**src/srs_pkg.sv**
```systemverilog
package srs_pkg;
    // ************************************************************
    // timing
    // ************************************************************
    localparam int unsigned CLK_PERIOD_NS = 10;
    localparam int unsigned RTC_TICK_NS = 32000;
    localparam int unsigned PLL_WAIT_MS = 16;
    localparam int unsigned STAT_WAIT_MS = 1;
    localparam int unsigned NS_PER_MS = 1000000;
    // cycles per rtc tick, rounded up
    localparam int unsigned TICK_CYC =
        (RTC_TICK_NS + CLK_PERIOD_NS - 1) / CLK_PERIOD_NS;
    // least waits in ticks, rounded up
    localparam int unsigned PLL_WAIT_TICKS =
        (PLL_WAIT_MS * NS_PER_MS + RTC_TICK_NS - 1) / RTC_TICK_NS;
    localparam int unsigned STAT_WAIT_TICKS =
        (STAT_WAIT_MS * NS_PER_MS + RTC_TICK_NS - 1) / RTC_TICK_NS;
    localparam int DIV_W = 12;
    localparam int CNT_W = 10;

    // ************************************************************
    // types
    // ************************************************************
    typedef enum logic [1:0] {
        SRS_RES_FULL = 2'h0,
        SRS_RES_CPU = 2'h1,
        SRS_RES_NONE = 2'h2
    } srs_rtype_t;

    typedef enum logic [3:0] {
        SRS_ON = 4'h0, SRS_E_STOP = 4'h1, SRS_E_SLEEP = 4'h3,
        SRS_E_STAT = 4'h2, SRS_E_HALT = 4'h6, SRS_E_PLANE = 4'h7,
        SRS_SUSP = 4'h5, SRS_R_WAKE = 4'h4, SRS_R_PLL = 4'hc,
        SRS_R_STAT = 4'hd, SRS_R_BUS = 4'hf, SRS_R_CPU = 4'he
    } srs_state_t;

    typedef struct packed {
        logic stop_clock_request_n;
        logic cpu_sleep_n;
        logic suspend_status_n;
        logic cpu_clock_halt_n;
        logic bus_clock_halt_n;
        logic [2:0] power_plane_off_n;
        logic bus_reset;
        logic processor_reset;
    } srs_pins_t;

    // ************************************************************
    // reset and plane values
    // ************************************************************
    localparam logic [2:0] PLANES_OFF = 3'h7;
    localparam logic [2:0] PLANES_POS = 3'h6;
    localparam logic [2:0] PLANES_STR = 3'h4;
    localparam srs_pins_t PINS_RST =
        '{1'b1, 1'b1, 1'b1, 1'b1, 1'b1, PLANES_OFF, 1'b0, 1'b0};
endpackage

```
**src/srs_sequencer.sv**
```systemverilog
`timescale 1ns/1ps
// Contract
// stop-clock request one tick after halts inactive
// sleep one tick after stop-clock, after grant
// status then halts, each within a tick
// halts active only under clock control; code drives them active in ram resume regardless of clock_control_en
// power on suspend drives only plane zero
// synthesizer stops clocks within two bus clocks
// full resume: plane off, resets, wake cpu
// halts released after 16 ms and power good
// synthesizer restarts clocks within two bus clocks
// status held 1 ms after halts released
// full resume: bus then processor reset release
// cpu-only resume: processor reset only
// no-reset resume: release sleep then stop-clock
// suspend to ram drives planes zero and one
// power loss: float halts, resets, wake cpu
// ram suspend holds outputs while powered
// supply holds power good 1 ms; code only needs power good still high at the next rtc tick
// ram resume: planes off one tick later
// ram resume: halts active on power good
// ram resume: bus reset, then processor reset
// steps timed by 32 us rtc tick
// one tick-driven machine, paths by mode
module srs_sequencer #(
    parameter int unsigned P_PLL_TICKS = srs_pkg::PLL_WAIT_TICKS,
    parameter int unsigned P_STAT_TICKS = srs_pkg::STAT_WAIT_TICKS
) (
    // clock and reset
    input wire logic clk_sys,
    input wire logic nrst,
    // sequencing requests
    input wire logic suspend_req,
    input wire logic suspend_to_ram,
    input wire logic resume_event,
    input wire srs_pkg::srs_rtype_t resume_type,
    input wire logic clock_control_en,
    input wire logic stop_grant_done,
    // power status pin
    input wire logic core_power_good,
    // sequenced outputs
    output srs_pkg::srs_pins_t pins,
    output logic clock_halt_oe
);
    // ************************************************************
    // power good synchroniser
    // ************************************************************
    logic pg_meta_reg;
    logic pg_reg;

    // two flops on the pin
    always_ff @(posedge clk_sys or negedge nrst) begin
        if (!nrst) begin
            pg_meta_reg <= 1'b0;
            pg_reg <= 1'b0;
        end else begin
            pg_meta_reg <= core_power_good;
            pg_reg <= pg_meta_reg;
        end
    end

    // ************************************************************
    // sequencer
    // ************************************************************
    srs_pkg::srs_state_t st_reg, st_next;
    srs_pkg::srs_pins_t out_reg, out_next;
    srs_pkg::srs_rtype_t rt_reg, rt_next;
    logic str_reg, str_next;
    logic grant_reg, grant_next;
    logic pgh_reg, pgh_next;
    logic [srs_pkg::DIV_W-1:0] div_reg, div_next;
    logic [srs_pkg::CNT_W-1:0] cnt_reg, cnt_next;
    logic tick;
    logic pll_done;
    logic stat_done;

    // rtc tick restarts on each state change
    assign tick = (div_reg == srs_pkg::DIV_W'(srs_pkg::TICK_CYC - 1));
    assign pll_done = (cnt_reg >= srs_pkg::CNT_W'(P_PLL_TICKS));
    assign stat_done = (cnt_reg >= srs_pkg::CNT_W'(P_STAT_TICKS));

    // next state and outputs
    always_comb begin
        st_next = st_reg;
        out_next = out_reg;
        rt_next = rt_reg;
        str_next = str_reg;
        grant_next = grant_reg | stop_grant_done;
        pgh_next = pg_reg & (pgh_reg | tick);
        cnt_next = cnt_reg;
        if (tick && (cnt_reg != '1)) begin
            cnt_next = cnt_reg + 1'b1;
        end
        unique case (st_reg)
            srs_pkg::SRS_ON: begin
                grant_next = stop_grant_done;
                if (suspend_req) begin
                    str_next = suspend_to_ram;
                    st_next = srs_pkg::SRS_E_STOP;
                end
            end
            srs_pkg::SRS_E_STOP: begin
                if (tick) begin
                    out_next.stop_clock_request_n = 1'b0;
                    st_next = srs_pkg::SRS_E_SLEEP;
                end
            end
            srs_pkg::SRS_E_SLEEP: begin
                if (tick && grant_reg) begin
                    out_next.cpu_sleep_n = 1'b0;
                    st_next = srs_pkg::SRS_E_STAT;
                end
            end
            srs_pkg::SRS_E_STAT: begin
                if (tick) begin
                    out_next.suspend_status_n = 1'b0;
                    st_next = srs_pkg::SRS_E_HALT;
                end
            end
            srs_pkg::SRS_E_HALT: begin
                if (tick) begin
                    out_next.cpu_clock_halt_n = !clock_control_en;
                    out_next.bus_clock_halt_n = !clock_control_en;
                    st_next = srs_pkg::SRS_E_PLANE;
                end
            end
            srs_pkg::SRS_E_PLANE: begin
                if (tick) begin
                    out_next.power_plane_off_n = str_reg ?
                        srs_pkg::PLANES_STR :
                        srs_pkg::PLANES_POS;
                    st_next = srs_pkg::SRS_SUSP;
                end
            end
            srs_pkg::SRS_SUSP: begin
                // outputs hold here while powered
                if (resume_event) begin
                    rt_next = str_reg ? srs_pkg::SRS_RES_FULL : resume_type;
                    st_next = srs_pkg::SRS_R_WAKE;
                end
            end
            srs_pkg::SRS_R_WAKE: begin
                if (tick) begin
                    out_next.power_plane_off_n = srs_pkg::PLANES_OFF;
                    if (rt_reg != srs_pkg::SRS_RES_NONE) begin
                        out_next.processor_reset = 1'b1;
                        out_next.cpu_sleep_n = 1'b1;
                        out_next.stop_clock_request_n = 1'b1;
                    end
                    if (rt_reg == srs_pkg::SRS_RES_FULL) begin
                        out_next.bus_reset = 1'b1;
                    end
                    st_next = srs_pkg::SRS_R_PLL;
                end
            end
            srs_pkg::SRS_R_PLL: begin
                if (str_reg && pg_reg && !pgh_reg) begin
                    out_next.cpu_clock_halt_n = 1'b0;
                    out_next.bus_clock_halt_n = 1'b0;
                end
                if (tick && pll_done && pgh_reg) begin
                    out_next.cpu_clock_halt_n = 1'b1;
                    out_next.bus_clock_halt_n = 1'b1;
                    st_next = srs_pkg::SRS_R_STAT;
                end
            end
            srs_pkg::SRS_R_STAT: begin
                if (tick && stat_done) begin
                    out_next.suspend_status_n = 1'b1;
                    st_next = srs_pkg::SRS_R_BUS;
                end
            end
            srs_pkg::SRS_R_BUS: begin
                if (tick) begin
                    unique case (rt_reg)
                        srs_pkg::SRS_RES_FULL:
                            out_next.bus_reset = 1'b0;
                        srs_pkg::SRS_RES_CPU:
                            out_next.processor_reset = 1'b0;
                        default:
                            out_next.cpu_sleep_n = 1'b1;
                    endcase
                    st_next = srs_pkg::SRS_R_CPU;
                end
            end
            srs_pkg::SRS_R_CPU: begin
                if (tick) begin
                    out_next.processor_reset = 1'b0;
                    out_next.cpu_sleep_n = 1'b1;
                    out_next.stop_clock_request_n = 1'b1;
                    st_next = srs_pkg::SRS_ON;
                end
            end
            default: begin
                out_next = srs_pkg::PINS_RST;
                st_next = srs_pkg::SRS_ON;
            end
        endcase
        // power loss outside on: resets and wake cpu
        if (!pg_reg && (st_reg != srs_pkg::SRS_ON)) begin
            out_next.bus_reset = 1'b1;
            out_next.processor_reset = 1'b1;
            out_next.cpu_sleep_n = 1'b1;
            out_next.stop_clock_request_n = 1'b1;
            rt_next = srs_pkg::SRS_RES_FULL;
        end
        if (st_next != st_reg) begin
            cnt_next = '0;
        end
    end

    // divider restarts with each step
    always_comb begin
        if (tick || (st_next != st_reg)) begin
            div_next = '0;
        end else begin
            div_next = div_reg + 1'b1;
        end
    end

    // state registers
    always_ff @(posedge clk_sys or negedge nrst) begin
        if (!nrst) begin
            st_reg <= srs_pkg::SRS_ON;
            out_reg <= srs_pkg::PINS_RST;
            rt_reg <= srs_pkg::SRS_RES_FULL;
            str_reg <= 1'b0;
            grant_reg <= 1'b0;
            pgh_reg <= 1'b0;
            div_reg <= '0;
            cnt_reg <= '0;
        end else begin
            st_reg <= st_next;
            out_reg <= out_next;
            rt_reg <= rt_next;
            str_reg <= str_next;
            grant_reg <= grant_next;
            pgh_reg <= pgh_next;
            div_reg <= div_next;
            cnt_reg <= cnt_next;
        end
    end

    // outputs; halts float without power good
    assign pins = out_reg;
    assign clock_halt_oe = pg_reg;
endmodule // srs_sequencer

```
**config.mk**
```make
export PLATFORM = sky130hd
export DESIGN_NAME = srs_sequencer
export DESIGN_NICKNAME = d
export VERILOG_FILES = /design/src/srs_pkg.sv /design/src/srs_sequencer.sv
export SDC_FILE = /design/constraint.sdc
export NUM_CORES = 1
export LEC_CHECK = 0
export BUFFER_PORTS_ARGS = -buffer_cell sky130_fd_sc_hd__buf_2
export CAP_MARGIN = 40
export CORE_ASPECT_RATIO = 1.1
export CORE_UTILIZATION = 40
export CTS_CLUSTER_DIAMETER = 200
export DETAILED_ROUTE_END_ITERATION = 8
export PLACE_DENSITY = 0.63
export SYNTH_ARGS = -nofsm -noshare
export SYNTH_HDL_FRONTEND = slang
export SYNTH_SLANG_ARGS = --single-unit
```
**constraint.sdc**
```tcl
create_clock -name clk_sys -period 2.7 [get_ports clk_sys]
set_input_delay 0.27 -clock clk_sys [delete_from_list [all_inputs] [get_ports clk_sys]]
set_output_delay 0.27 -clock clk_sys [all_outputs]
set_load 0.01 [all_outputs]
```
==> metrics list <==
- The detailed router placed 1962 vias in this run.
- EDFF count, synth: 0
- Dividing the detail-routed via count by the number of cells gives 5.47.
- The clock period could shrink to 2470 ps.
- Critical Path Source Type: register
* Status: finished, final reports clean
- Headroom to the max-slew limit came out at 0.628.
- The count of cells in the finished layout, fillers not included, comes to 359.
- The later pin in the worst-skew pair is clocked with a latency of 300 ps.
- Fraction of power consumed by combinational cells: 0.023
- Of the total power, the clock network draws 0.445.
- CTS built an H-tree with a depth of 2.
- Of all flip-flops after synthesis, the portion carrying an async set or reset was 1.00.
- Sequential fraction of design power: 0.532
* Final-layout fill cell count: 570
* WL per Instance: 14.1 µm
- Global-route wire length before repair: 8.79 mm
* Top cell type by total area after synthesis: dfrtp_1
- Post-cts hold buffer count: 1
* Cell Rows: 29
* Peak ir drop on the vdd network: 0.179 mV
- Largest net degree at the start of global routing: 28
- Master of the slowest instance on the critical path: or4_1
- Wires add up to 5.06 mm.
* Critical path's top delay family: simple AND/OR/NAND/NOR gates
* Arrival @ worst endpoint: 2640 ps
* Number of cells in the design after placement: 350
* Launch instance of the worst min-delay path: core_power_good
- Final clock period utilization by the worst path: 0.917
* Synth-to-Final Area Change: 12.8%
- Total leakage power: 1.16 nW
- The critical path crosses 7 cells after its start point.
- Fmax: 404 MHz
- Reg2reg end: div_reg[5]
- Counting every net in the synthesized netlist gives 275.
- Following the worst setup path forward leads to its endpoint at div_reg[5].
- Required time at the endpoint of the critical path: 2870 ps
- Net count reported at finish: 294
* Crit path buffers/inverters: 0
- For this configuration, the core starts out at a cell density of 0.413.
- The cell area that synthesis handed to floorplanning was 2380 µm².
- Power spread over the standard cell area amounts to 433 nW/µm².
* Post-cts repair resize count: 0
* Area fraction of the dominant cell type after synthesis: 0.368
- dfrtp_1 is the most common cell in the netlist.
- Worst hold path type: in -> reg
- For this run, the detailed router's first-pass iteration total came to 4.
- Cell-internal power: 0.927 mW
- Antenna viol nets, final: 0
- Peak fanout along the critical path: 12
* Maximum buffer depth of the clock tree: 2
- Type of element capturing the critical path: register
- Worst hold path stage count: 1
- After the first detailed-routing iteration, the DRC count stood at 167.
* Most numerous cell on the critical path: nor3_4
- Ports: 21
- After clock tree synthesis, the clock-pin slew on the worst setup and hold paths is 80 ps.
- Cell Chain, Critical Path: ha_1 -> nand2_1 -> or4_1 -> nor3_4 -> nor3_4 -> a21oi_4 -> nor3_1
- Leading cell types by count after synthesis: 35 x dfrtp_1, 34 x nor2_1, 24 x nand2_1, 15 x a21oi_1
- After global routing the overflow that remains totals 0.
* R2R Setup Slk: 230 ps
* Synth Warn #: 0
* Ant. Diodes: 0
- Actual transition at the worst max-transition pin: 551 ps
- Highest cell delay on the worst timing path: 710 ps
- In the synthesized netlist the dominant register cell turns out to be dfrtp_1.
- Ranked by total cell area, the synthesized netlist is headed by dfrtp_1 37%, dfstp_2 6.6%, nor2_1 5.4%.
- Clock tree root buffer cell: clkbuf_8
* Clock skew: 12.6 ps
* Clock tree from TritonCTS: yes
- Max-cap violations: 0
* Number of antenna violations at the first check in global routing: 0
* Unrepaired setup endpoints after global routing: false
- Setup violations remaining at the end of the flow were counted as 0.
- Number of global-route vias before repair: 1831
- Buffers on Ports: 19
- Number of buffers created by CTS: 5
- Cell depth of the worst flop-to-flop path: 7
- Routability-driven placement finished with a final weighted congestion of 0.858.
- Flip-flop count of the largest register, all copies and words added: 12
- The analysis attributes to net switching a power of 0.236 mW.
- Height of the die: 82.9 µm
- Critical path startpoint: div_reg[0]
- Count of distinct cell types in the synthesized netlist: 53
- Sinks on Clock Net: 41
- Of the total power, the share spent switching nets is 0.203.
- Placeable core region: 5770 µm²
* Final sum of negative setup slack: 0 ps
- For this run, design rule violations remaining after detail routing come to 0.
* Final hold slack: 72.7 ps
- The number of setup buffers added after CTS is 0.
* WS Path Type: reg -> reg
* Final max-slew violation count: 0
- The total count of hold-check failures in the final report came to 0.
* Share of post-route cells with drive strength above 1: 0.184
* Dpl hpwl: 3.64 mm
* Gate Count Post-Synth: 262
- Of the synthesized area, sequential elements account for 0.434.
- The die covers 6270 µm².
* Die boundary width: 75.6 µm
- Averaged over all synthesized cells, the footprint is 9.09 µm².
* GRT Util Overall: 0.183
- Register bit count reported by yosys: 41
- Startpoint of the worst-slack reg-to-reg timing path: div_reg[0]
-- metrics by stage --
step | worst slack, ps | utilization | power, mW | area, µm²
floorplan | 542 | - | 0.634 | 2380
global placement | 328 | 0.440 | 0.654 | 2540
detailed placement | 214 | 0.444 | 0.658 | 2560
CTS | 213 | 0.466 | 1.18 | 2690
global route | 46.7 | 0.466 | 1.21 | 2690
finish | 225 | 0.466 | 1.16 | 2690
-- cell families (layout without fill, tap and decap cells) --
logic type | count (synthesis) | count (layout) | share of synthesized area
buf+inv | 22 | 42 | 0.0436
simple gates | 115 | 115 | 0.252
xor+xnor | 19 | 19 | 0.0699
flops | 41 | 41 | 0.434
fa+ha+maj | 3 | 3 | 0.0158
mux | 3 | 3 | 0.0137
compound gates | 58 | 58 | 0.170
other cells | 1 | 1 | 0.00157
-- power by group through the flow --
stage | Sequential [mW] | Combinational, mW | Clock, mW
2_1_floorplan | 0.628 | 0.00561 | 0
3_3_place_gp | 0.631 | 0.0233 | 0
3_5_place_dp | 0.631 | 0.0271 | 0
4_1_cts | 0.619 | 0.0284 | 0.535
5_1_grt | 0.619 | 0.0314 | 0.557
6_report | 0.619 | 0.0269 | 0.518
-- per-layer routing --
layer  up-vias  wire length, µm  global-route usage
met5         -                0                   0
met4         0               82              0.0758
met3         8              189              0.0364
met2        43             2420               0.284
met1       940             2370               0.247
li1        971                -                   -
-- layout by cell type, fill, tap and decap left out, types with 3 or more instances in the layout --
| cell | count |
|---|---|
| a21oi_1 | 15 |
| a311oi_1 | 4 |
| and3_1 | 4 |
| buf_2 | 19 |
| buf_4 | 6 |
| clkbuf_8 | 6 |
| dfrtp_1 | 35 |
| dfstp_2 | 6 |
| ha_1 | 3 |
| inv_1 | 6 |
| nand2_1 | 24 |
| nand2b_1 | 4 |
| nand3_1 | 12 |
| nand4_1 | 9 |
| nor2_1 | 34 |
| nor3_1 | 10 |
| nor4_1 | 3 |
| o211ai_1 | 3 |
| o21ai_0 | 12 |
| o22ai_1 | 3 |
| or3b_2 | 3 |
| xnor2_1 | 7 |
| xor2_1 | 12 |
-- how the worst min path moves through the flow --
| stage | end | slack [ps] |
|---|---|---|
| after global placement | clock_halt_oe | 330 |
| after detailed placement | pins[0] | 210 |
| final | pg_meta_reg | 70 |
| after global routing | pg_meta_reg | 60 |
| after floorplan | clock_halt_oe | -30 |
| after CTS | pg_meta_reg | 60 |
-- cell type report --
cell class / count / area (µm²) / share of cell area
inverters: 7 / 26.3 / 0.00978
flip-flops and latches: 41 / 1030 / 0.385
multi-input cells: 199 / 1240 / 0.463
repair buffers: 27 / 170 / 0.0633
well taps: 77 / 96.3 / 0.0358
clock inverters: 1 / 30.0 / 0.0112
clock buffers: 7 / 86.3 / 0.0321
Note: power is estimated with default switching activity, not from simulation.
